<file path="config.mk">
export PLATFORM = sky130hd
export DESIGN_NAME = pulse_generator
export DESIGN_NICKNAME = d
export VERILOG_FILES = /design/src/hw/pulse_gen_pkg.sv /design/src/hw/count_clock_select.sv /design/src/hw/pulse_channel.sv /design/src/hw/pulse_generator.sv
export SDC_FILE = /design/constraint.sdc
export NUM_CORES = 1
export LEC_CHECK = 0
export BUFFER_PORTS_ARGS = -buffer_cell sky130_fd_sc_hd__buf_4
export CAP_MARGIN = 10
export CORE_ASPECT_RATIO = 0.5
export CORE_MARGIN = 10
export CORE_UTILIZATION = 60
export DETAILED_ROUTE_END_ITERATION = 10
export GPL_ROUTABILITY_DRIVEN = 0
export PLACE_DENSITY = 0.8
export SYNTH_ARGS = -nofsm -noshare
export SYNTH_HDL_FRONTEND = slang
export SYNTH_SLANG_ARGS = --single-unit
</file>
<file path="constraint.sdc">
create_clock -name ref_clk -period 5.1 [get_ports ref_clk]
set_input_delay 0 -clock ref_clk [delete_from_list [all_inputs] [get_ports ref_clk]]
set_output_delay 0 -clock ref_clk [all_outputs]
set_load 0.005 [all_outputs]
</file>
<file path="src/hw/pulse_gen_pkg.sv">
// constants, register map and field layout of the dual-channel pulse generator
// assumes a single 250 MHz clock domain and a plain strobe register port
package pulse_gen_pkg;

    // register index map (word addresses on the plain register port)
    localparam logic [3:0] addr_control = 4'h0;
    localparam logic [3:0] addr_ch0_reload = 4'h1;
    localparam logic [3:0] addr_ch1_reload = 4'h2;
    localparam logic [3:0] addr_out_clk = 4'h3;
    localparam logic [3:0] addr_counters = 4'h4;

    // control register fields: channel 0 in the low byte, channel 1 in the high byte
    localparam int bit_ch0_flag = 3;
    localparam int bit_ch0_irq_en = 4;
    localparam int bit_ch0_pin_a_en = 5;
    localparam int bit_ch0_run = 7;
    localparam int bit_mode_lo = 9;
    localparam int bit_mode_hi = 10;
    localparam int bit_ch1_flag = 11;
    localparam int bit_ch1_irq_en = 12;
    localparam int bit_ch1_pin_a_en = 13;
    localparam int bit_ch1_run = 15;

    // output and clock-select register fields
    localparam int bit_ch0_pin_b_en = 0;
    localparam int bit_ch1_pin_b_en = 1;
    localparam int pos_ch0_clk_sel = 2;
    localparam int pos_ch1_clk_sel = 5;

    localparam logic [15:0] control_reset = 16'h0000;
    localparam logic [7:0] out_clk_reset = 8'h00;
    localparam logic [15:0] reload_reset = 16'h0000;

    typedef enum logic [1:0] {
        mode_independent = 2'b00,
        mode_prescaled = 2'b01,
        mode_reserved = 2'b10,
        mode_cascaded = 2'b11
    } mode_t;

    // clock-select codes: machine clock divided, or the timebase tick
    localparam logic [2:0] sel_div1 = 3'h0;
    localparam logic [2:0] sel_div2 = 3'h1;
    localparam logic [2:0] sel_div4 = 3'h2;
    localparam logic [2:0] sel_div8 = 3'h3;
    localparam logic [2:0] sel_div16 = 3'h4;
    localparam logic [2:0] sel_timebase = 3'h7;

    localparam int prescale_width = 4;
endpackage

</file>
<file path="src/hw/count_clock_select.sv">
// count clock tick generator for one channel
// assumes a free-running prescaler count and a timebase tick from outside
module count_clock_select
(
    input wire logic ref_clk,
    input wire logic sys_rst,
    input wire logic [pulse_gen_pkg::prescale_width-1:0] prescale,
    input wire logic timebase_tick,
    input wire logic [2:0] clk_sel,
    output logic tick
);
    logic [pulse_gen_pkg::prescale_width-1:0] prev;
    logic next_tick;

    always_ff @(posedge ref_clk or posedge sys_rst)
    begin
        if (sys_rst)
            prev <= '0;
        else
            prev <= prescale;
    end

    // a divide-by-2^n tick fires when bit n-1 of the prescaler falls
    always_comb
    begin
        unique case (clk_sel)
            pulse_gen_pkg::sel_div1: next_tick = 1'b1;
            pulse_gen_pkg::sel_div2: next_tick = prev[0] & ~prescale[0];
            pulse_gen_pkg::sel_div4: next_tick = prev[1] & ~prescale[1];
            pulse_gen_pkg::sel_div8: next_tick = prev[2] & ~prescale[2];
            pulse_gen_pkg::sel_div16: next_tick = prev[3] & ~prescale[3];
            pulse_gen_pkg::sel_timebase: next_tick = timebase_tick;
            default: next_tick = 1'b0;
        endcase
    end

    assign tick = next_tick;
endmodule

</file>
<file path="src/hw/pulse_channel.sv">
// one 8-bit reload down counter with alternate low/high reload and output toggle
// assumes the parent supplies the count tick and the start request
module pulse_channel
(
    input wire logic ref_clk,
    input wire logic sys_rst,
    input wire logic run,
    input wire logic tick,
    input wire logic [7:0] low_reload,
    input wire logic [7:0] high_reload,
    output logic [7:0] count,
    output logic level,
    output logic underflow
);
    logic running;

    // underflow is the step from zero, taken on a count tick
    assign underflow = run & running & tick & (count == 8'h00);

    always_ff @(posedge ref_clk or posedge sys_rst)
    begin
        if (sys_rst)
        begin
            count <= 8'h00;
            level <= 1'b0;
            running <= 1'b0;
        end
        else if (!run)
        begin
            count <= 8'h00;
            level <= 1'b0;
            running <= 1'b0;
        end
        else if (!running)
        begin
            count <= low_reload;
            level <= 1'b0;
            running <= 1'b1;
        end
        else if (underflow)
        begin
            count <= level ? low_reload : high_reload;
            level <= ~level;
        end
        else if (tick)
            count <= count - 8'h01;
    end
endmodule

</file>
<file path="src/hw/pulse_generator.sv">
// dual-channel programmable pulse generator, top level
// assumes a plain strobe register port and a timebase tick from outside
//
// Notes on behaviour
// - each channel alternately loads its 8-bit low and high reload values
// - counter decrements once per tick of the selected count clock
// - output level inverts on each underflow reload
// - pulse train runs continuously while run enable is set
// - three modes: independent, cascaded 16-bit, prescaler plus generator
// - mode field 00 independent, 01 prescaled, 11 cascaded
// - in independent mode channels work without depending on each other
// - each channel drives two pins, each gated by its own enable
// - counting starts once reloads are written and run is set
// - clearing run stops the counter and holds the output low
// - on underflow only the underflowing channel reloads
// - underflow sets that channel's underflow flag
// - interrupt request when flag set and interrupt enable set
// - each phase lasts reload plus one count clocks
// - cascaded mode forms one 16-bit counter with 16-bit reloads
// - three-bit clock select picks divide 1,2,4,8,16 or timebase
// - writing 0 clears a flag, writing 1 has no effect
// - cascaded underflow sets both flags together
//
// Chosen here: the plain strobed port and the register addresses.
module pulse_generator
(
    input wire logic ref_clk,
    input wire logic sys_rst,
    input wire logic [3:0] reg_addr,
    input wire logic [15:0] reg_wdata,
    input wire logic reg_write,
    input wire logic reg_read,
    output logic [15:0] reg_rdata,
    input wire logic timebase_tick,
    output logic ch0_pin_a,
    output logic ch0_pin_a_oe,
    output logic ch0_pin_b,
    output logic ch0_pin_b_oe,
    output logic ch1_pin_a,
    output logic ch1_pin_a_oe,
    output logic ch1_pin_b,
    output logic ch1_pin_b_oe,
    output logic ch0_irq,
    output logic ch1_irq
);
    // ------------------------------------------------------------
    // registers
    // ------------------------------------------------------------
    logic [15:0] control;
    logic [7:0] out_clk;
    logic [15:0] ch0_reload;
    logic [15:0] ch1_reload;
    logic ch0_underflow_flag;
    logic ch1_underflow_flag;
    logic [pulse_gen_pkg::prescale_width-1:0] prescale;

    logic ch0_run_enable;
    logic ch1_run_enable;
    logic ch0_underflow_irq_enable;
    logic ch1_underflow_irq_enable;
    logic ch0_pin_a_out_enable;
    logic ch1_pin_a_out_enable;
    logic ch0_pin_b_out_enable;
    logic ch1_pin_b_out_enable;
    logic [2:0] ch0_clock_select;
    logic [2:0] ch1_clock_select;
    pulse_gen_pkg::mode_t mode;

    assign ch0_run_enable = control[pulse_gen_pkg::bit_ch0_run];
    assign ch1_run_enable = control[pulse_gen_pkg::bit_ch1_run];
    assign ch0_underflow_irq_enable = control[pulse_gen_pkg::bit_ch0_irq_en];
    assign ch1_underflow_irq_enable = control[pulse_gen_pkg::bit_ch1_irq_en];
    assign ch0_pin_a_out_enable = control[pulse_gen_pkg::bit_ch0_pin_a_en];
    assign ch1_pin_a_out_enable = control[pulse_gen_pkg::bit_ch1_pin_a_en];
    assign ch0_pin_b_out_enable = out_clk[pulse_gen_pkg::bit_ch0_pin_b_en];
    assign ch1_pin_b_out_enable = out_clk[pulse_gen_pkg::bit_ch1_pin_b_en];
    assign ch0_clock_select = out_clk[pulse_gen_pkg::pos_ch0_clk_sel +: 3];
    assign ch1_clock_select = out_clk[pulse_gen_pkg::pos_ch1_clk_sel +: 3];
    assign mode = pulse_gen_pkg::mode_t'(
        control[pulse_gen_pkg::bit_mode_hi:pulse_gen_pkg::bit_mode_lo]);

    logic wr_control;
    assign wr_control = reg_write && reg_addr == pulse_gen_pkg::addr_control;

    always_ff @(posedge ref_clk or posedge sys_rst)
    begin
        if (sys_rst)
            control <= pulse_gen_pkg::control_reset;
        else if (wr_control)
            control <= reg_wdata;
    end

    always_ff @(posedge ref_clk or posedge sys_rst)
    begin
        if (sys_rst)
            out_clk <= pulse_gen_pkg::out_clk_reset;
        else if (reg_write && reg_addr == pulse_gen_pkg::addr_out_clk)
            out_clk <= reg_wdata[7:0];
    end

    // low byte holds the low-phase reload, high byte the high-phase reload
    always_ff @(posedge ref_clk or posedge sys_rst)
    begin
        if (sys_rst)
        begin
            ch0_reload <= pulse_gen_pkg::reload_reset;
            ch1_reload <= pulse_gen_pkg::reload_reset;
        end
        else if (reg_write)
        begin
            if (reg_addr == pulse_gen_pkg::addr_ch0_reload)
                ch0_reload <= reg_wdata;
            if (reg_addr == pulse_gen_pkg::addr_ch1_reload)
                ch1_reload <= reg_wdata;
        end
    end

    // ------------------------------------------------------------
    // count clock
    // ------------------------------------------------------------
    always_ff @(posedge ref_clk or posedge sys_rst)
    begin
        if (sys_rst)
            prescale <= '0;
        else
            prescale <= prescale + 1'b1;
    end

    logic ch0_tick;
    logic ch1_tick;

    count_clock_select u_clk0
    (
        .ref_clk(ref_clk),
        .sys_rst(sys_rst),
        .prescale(prescale),
        .timebase_tick(timebase_tick),
        .clk_sel(ch0_clock_select),
        .tick(ch0_tick)
    );

    // channel 1 select takes effect in independent and reserved modes
    count_clock_select u_clk1
    (
        .ref_clk(ref_clk),
        .sys_rst(sys_rst),
        .prescale(prescale),
        .timebase_tick(timebase_tick),
        .clk_sel(ch1_clock_select),
        .tick(ch1_tick)
    );

    // ------------------------------------------------------------
    // 8-bit channels (independent, prescaled and reserved modes)
    // ------------------------------------------------------------
    logic ch0_level;
    logic ch1_level;
    logic ch0_uf;
    logic ch1_uf;
    logic ch1_tick_sel;
    logic [7:0] ch0_count;
    logic [7:0] ch1_count;
    logic split_mode;
    logic cascade_mode;

    assign cascade_mode = mode == pulse_gen_pkg::mode_cascaded;
    assign split_mode = !cascade_mode;

    // prescaled mode: channel 1 counts on channel 0 underflows
    always_comb
    begin
        unique case (mode)
            pulse_gen_pkg::mode_prescaled: ch1_tick_sel = ch0_uf;
            default: ch1_tick_sel = ch1_tick;
        endcase
    end

    pulse_channel u_ch0
    (
        .ref_clk(ref_clk),
        .sys_rst(sys_rst),
        .run(ch0_run_enable && split_mode),
        .tick(ch0_tick),
        .low_reload(ch0_reload[7:0]),
        .high_reload(ch0_reload[15:8]),
        .count(ch0_count),
        .level(ch0_level),
        .underflow(ch0_uf)
    );

    pulse_channel u_ch1
    (
        .ref_clk(ref_clk),
        .sys_rst(sys_rst),
        .run(ch1_run_enable && split_mode),
        .tick(ch1_tick_sel),
        .low_reload(ch1_reload[7:0]),
        .high_reload(ch1_reload[15:8]),
        .count(ch1_count),
        .level(ch1_level),
        .underflow(ch1_uf)
    );

    // ------------------------------------------------------------
    // cascaded 16-bit channel
    // ------------------------------------------------------------
    logic [15:0] wide_count;
    logic wide_level;
    logic wide_running;
    logic wide_run;
    logic wide_uf;
    logic [15:0] wide_low;
    logic [15:0] wide_high;

    assign wide_run = cascade_mode && ch0_run_enable && ch1_run_enable;
    assign wide_low = {ch1_reload[7:0], ch0_reload[7:0]};
    assign wide_high = {ch1_reload[15:8], ch0_reload[15:8]};
    assign wide_uf = wide_run && wide_running && ch0_tick && wide_count == 16'h0000;

    always_ff @(posedge ref_clk or posedge sys_rst)
    begin
        if (sys_rst)
        begin
            wide_count <= 16'h0000;
            wide_level <= 1'b0;
            wide_running <= 1'b0;
        end
        else if (!wide_run)
        begin
            wide_count <= 16'h0000;
            wide_level <= 1'b0;
            wide_running <= 1'b0;
        end
        else if (!wide_running)
        begin
            wide_count <= wide_low;
            wide_level <= 1'b0;
            wide_running <= 1'b1;
        end
        else if (wide_uf)
        begin
            wide_count <= wide_level ? wide_low : wide_high;
            wide_level <= ~wide_level;
        end
        else if (ch0_tick)
            wide_count <= wide_count - 16'h0001;
    end

    // ------------------------------------------------------------
    // underflow flags and interrupts
    // ------------------------------------------------------------
    logic ch0_set;
    logic ch1_set;
    logic ch0_clr;
    logic ch1_clr;

    assign ch0_set = cascade_mode ? wide_uf : ch0_uf;
    assign ch1_set = cascade_mode ? wide_uf : ch1_uf;
    assign ch0_clr = wr_control && !reg_wdata[pulse_gen_pkg::bit_ch0_flag];
    assign ch1_clr = wr_control && !reg_wdata[pulse_gen_pkg::bit_ch1_flag];

    // set wins over a clear in the same cycle
    always_ff @(posedge ref_clk or posedge sys_rst)
    begin
        if (sys_rst)
            ch0_underflow_flag <= 1'b0;
        else if (ch0_set)
            ch0_underflow_flag <= 1'b1;
        else if (ch0_clr)
            ch0_underflow_flag <= 1'b0;
    end

    always_ff @(posedge ref_clk or posedge sys_rst)
    begin
        if (sys_rst)
            ch1_underflow_flag <= 1'b0;
        else if (ch1_set)
            ch1_underflow_flag <= 1'b1;
        else if (ch1_clr)
            ch1_underflow_flag <= 1'b0;
    end

    always_ff @(posedge ref_clk or posedge sys_rst)
    begin
        if (sys_rst)
        begin
            ch0_irq <= 1'b0;
            ch1_irq <= 1'b0;
        end
        else
        begin
            ch0_irq <= ch0_underflow_flag && ch0_underflow_irq_enable;
            ch1_irq <= ch1_underflow_flag && ch1_underflow_irq_enable;
        end
    end

    // ------------------------------------------------------------
    // pins
    // ------------------------------------------------------------
    logic out0;
    logic out1;

    assign out0 = cascade_mode ? wide_level : ch0_level;
    assign out1 = cascade_mode ? wide_level : ch1_level;

    always_ff @(posedge ref_clk or posedge sys_rst)
    begin
        if (sys_rst)
        begin
            ch0_pin_a <= 1'b0;
            ch0_pin_b <= 1'b0;
            ch1_pin_a <= 1'b0;
            ch1_pin_b <= 1'b0;
        end
        else
        begin
            ch0_pin_a <= out0;
            ch0_pin_b <= out0;
            ch1_pin_a <= out1;
            ch1_pin_b <= out1;
        end
    end

    assign ch0_pin_a_oe = ch0_pin_a_out_enable;
    assign ch0_pin_b_oe = ch0_pin_b_out_enable;
    assign ch1_pin_a_oe = ch1_pin_a_out_enable;
    assign ch1_pin_b_oe = ch1_pin_b_out_enable;

    // ------------------------------------------------------------
    // read port
    // ------------------------------------------------------------
    logic [15:0] next_rdata;

    always_comb
    begin
        next_rdata = 16'h0000;
        unique case (reg_addr)
            pulse_gen_pkg::addr_control:
            begin
                next_rdata = control;
                next_rdata[pulse_gen_pkg::bit_ch0_flag] = ch0_underflow_flag;
                next_rdata[pulse_gen_pkg::bit_ch1_flag] = ch1_underflow_flag;
            end
            pulse_gen_pkg::addr_ch0_reload: next_rdata = ch0_reload;
            pulse_gen_pkg::addr_ch1_reload: next_rdata = ch1_reload;
            pulse_gen_pkg::addr_out_clk: next_rdata = {8'h00, out_clk};
            pulse_gen_pkg::addr_counters:
                next_rdata = cascade_mode ? wide_count : {ch1_count, ch0_count};
            default: next_rdata = 16'h0000;
        endcase
    end

    always_ff @(posedge ref_clk or posedge sys_rst)
    begin
        if (sys_rst)
            reg_rdata <= 16'h0000;
        else if (reg_read)
            reg_rdata <= next_rdata;
        else
            reg_rdata <= 16'h0000;
    end
endmodule
</file>
==> impl_metrics.ini <==
[cts]
htree_levels = 4
clk_pin_slew_worst_paths_ns = 0.06
cts_hold_buffers = 17
cts-root-buf = clkbuf_16
cts_buffers = 17
cts_resized = 0
cts_tree = done
cts_num_sinks = 122
post_cts_buffers = 0
clk_latency_ns = 0.42
clockBufferDepth = 2

[drt]
route.detailed.wl_per_inst_um = 24.1
first_pass_iters = 6
vias = 5562
via_per_inst = 6.83
drc_errors = 0
ant_nets = 0
totalWireLength_um = 19600
drt-initial-drc-count = 822

[cells_and_area]
final_cell_mix = 122 x dfrtp_1, 76 x mux2_2, 57 x buf_4
nFillCells = 698
ff_latch_area_um2 = 3050
multi_input_area_um2 = 3270
n_antenna_cell = 0
layout_commonest_cell = dfrtp_1
drive_gt1_share_pct = 26.4
final_nets = 691
fin_cells = 814
area_growth_pct = 18.8

[die]
die_area_um2 = 15700
start_util_pct = 62.7
die_y_um = 93.6
rows = 26
fp.dieW_um = 167
ios = 51
coreArea_um2 = 10400

[global_routing]
grt_max_degree = 86
grt_pass1_wl_um = 31000
grt_pass1_vias = 5382
gr-total-overflow = 0
antenna_found_initial = 0
grt_usage_pct = 24.9

[timing]
whs_ns = 0.161
skew_ns = 0.0108
hold_viol = 0
maxSlewViolCount = 0
min_period_over_period_pct = 60.2
fmax_ghz = 0.325
finalCriticalPeriod_ns = 3.07
grt_setup_unrepaired = false
setup_tns_ns = 0
relSlewSlack_pct = 29.4
tightest_slew_ns = 1.06
setup_viol = 0

[hold_path]
min_from = reg_addr[1]
holdPathStages = 5
worstHoldPathType = in -> reg
holdPathEnd = reg_rdata[8]$_DFF_PP0_

[pwr]
p_clk_share_pct = 33.8
cellPowerDensity_nw_per_um2 = 457
internal_power_mw = 2.31
p_leak_nw = 3.39
seqPwrFrac_pct = 39.7
ir_worst_vdd_v = 0.000271
p_sw_share_pct = 34.6
switchingPower_mw = 1.22
combPwrFrac_pct = 26.5

[synth]
syn_area_um2 = 6500
syn_area_per_cell_um2 = 10.8
syn-num-nets = 632
yosys_warnings = 0
synth_edf_count = 0
synth-seq-area-share_pct = 46.9
netlist-cell-type-count = 63
syn_inst = 602
synthArstFlopShare_pct = 100
ys.flop_type = dfrtp_1
ys_seq_elements = 122

[critical_path]
cp-end-kind = flip-flop
cp.required_ns = 5.40
cp-start-kind = flip-flop
r2r_cells = 8
critPathMaxFanout = 24
crit_arrival_ns = 3.37
r2r-start = control[9]$_DFFE_PP0P_
crit_type = reg -> reg
rrSetupSlack_ns = 2.03
timing.rr.end = u_ch1.count[0]$_DFFE_PP0P_

[placed_design]
io_buffer_count = 50
place_hpwl_um = 13000
placed_cells_incl_taps = 765

[outcome]
outcome = finished clean

[run]
maxCapViolCount = 0
## routing by layer
| metal | track usage [%] | up-vias | wire, µm | share of wire, % |
|---|---|---|---|---|
| met5 | 0 | - | 0 | 0 |
| met4 | 9.37 | 0 | 500 | 2.5 |
| met3 | 6.39 | 59 | 2080 | 11 |
| met2 | 38.0 | 353 | 8910 | 45 |
| met1 | 33.6 | 2742 | 8140 | 41 |
| li1 | - | 2408 | - | - |
## stage by stage
step           area (µm²)  util (%)  power [mW]  setup WS, ns
3_3_place_gp         6970      67.2        2.25          2.31
4_1_cts              7720      74.4        3.49          2.13
6_report             7720      74.4        3.53          2.03
2_1_floorplan        6500         -        2.00          1.86
3_5_place_dp         6970      67.2        2.29          2.20
5_1_grt              7720      74.4        3.68          1.92
## state kept, by name, indices dropped and copies added, names as in the netlist, 4 cells and up
| register | count |
|---|---|
| ch0_reload | 16 |
| ch1_reload | 16 |
| control | 14 |
| out_clk | 8 |
| prescale | 4 |
| reg_rdata | 16 |
| u_ch0.count | 8 |
| u_ch1.count | 8 |
| u_clk1.prev | 4 |
| wide_count | 16 |
## synthesized netlist by cell type (all sizes together), types with 3 or more instances
| master | count | area share [%] |
|---|---|---|
| nor2b | 7 | 0.67 |
| xor2 | 11 | 1.5 |
| nand2b | 8 | 0.77 |
| xnor2 | 4 | 0.54 |
| nor2 | 22 | 1.4 |
| nand3 | 11 | 0.85 |
| o221ai | 5 | 0.67 |
| mux2 | 76 | 13 |
| nand2 | 42 | 2.5 |
| nor4 | 4 | 0.48 |
| or4 | 5 | 0.58 |
| nor3b | 3 | 0.35 |
| ha | 5 | 0.96 |
| a222oi | 16 | 2.5 |
| clkbuf | 25 | 1.4 |
| inv | 11 | 0.63 |
| nand3b | 3 | 0.40 |
| o211ai | 3 | 0.35 |
| dfrtp | 122 | 47 |
| a22oi | 22 | 2.5 |
| a211oi | 11 | 1.3 |
| or3 | 5 | 0.48 |
| nor4b | 4 | 0.96 |
| a2bb2oi | 3 | 0.40 |
| and2 | 4 | 0.38 |
| a21oi | 48 | 3.7 |
| o21a | 3 | 0.35 |
| o31ai | 3 | 0.35 |
| nand4 | 4 | 0.62 |
| nor3 | 17 | 1.4 |
| o21ai | 31 | 2.4 |
| mux2i | 31 | 4.8 |
| o22ai | 3 | 0.29 |
| buf | 9 | 0.83 |
## logic make-up (layout without fill, tap and decap cells)
family / after synthesis / after routing / synth area share [%]
XOR/XNOR: 15 / 15 / 2.02
multiplexers: 107 / 107 / 17.9
buffers and inverters: 45 / 117 / 2.90
adder cells (fa/ha/maj): 5 / 5 / 0.962
AO/OA/AOI/OAI: 163 / 163 / 16.7
flip-flops: 122 / 122 / 46.9
AND/OR/NAND/NOR: 145 / 145 / 12.5
## power groups by stage
stage	logic, mW	registers, mW	clock network [mW]
6_report	0.935	1.40	1.19
5_1_grt	1.01	1.43	1.24
4_1_cts	0.916	1.39	1.19
3_5_place_dp	0.892	1.40	0
3_3_place_gp	0.860	1.39	0
2_1_floorplan	0.711	1.28	0
## layout make-up
type / count / share of cell area (%)
Sequential cell: 122 / 39.5
Timing Repair Buffer: 74 / 7.74
Inverter: 11 / 0.567
Tap cell: 140 / 2.27
Clock buffer: 21 / 5.96
Clock inverter: 11 / 1.57
Multi-Input combinational cell: 435 / 42.4
## worst max-delay path by stage
stage                                 startpoint  cells past startpoint  slack, ns                    endpoint
after global routing      control[9]$_DFFE_PP0P_                      8       1.92  u_ch1.count[0]$_DFFE_PP0P_
after floorplan                          sys_rst                      1       1.86           ch0_irq$_DFF_PP0_
after global placement    control[9]$_DFFE_PP0P_                      8       2.31  u_ch1.count[0]$_DFFE_PP0P_
after detailed placement  control[9]$_DFFE_PP0P_                      8       2.20  u_ch1.count[0]$_DFFE_PP0P_
after CTS                 control[9]$_DFFE_PP0P_                      8       2.13  u_ch1.count[0]$_DFFE_PP0P_
final                     control[9]$_DFFE_PP0P_                      8       2.03  u_ch1.count[0]$_DFFE_PP0P_
## worst max-delay path, cell delays in order, from the launching register on
cell and delay [ns]:
dfrtp_1 0.46, nand2_2 0.47, nand2_2 0.20, inv_2 0.19, nand4_4 0.19, or4_1 0.53, o32a_1 0.44, a2bb2oi_1 0.25
a22o_1 0.23
(Power assumes the default switching activity.)
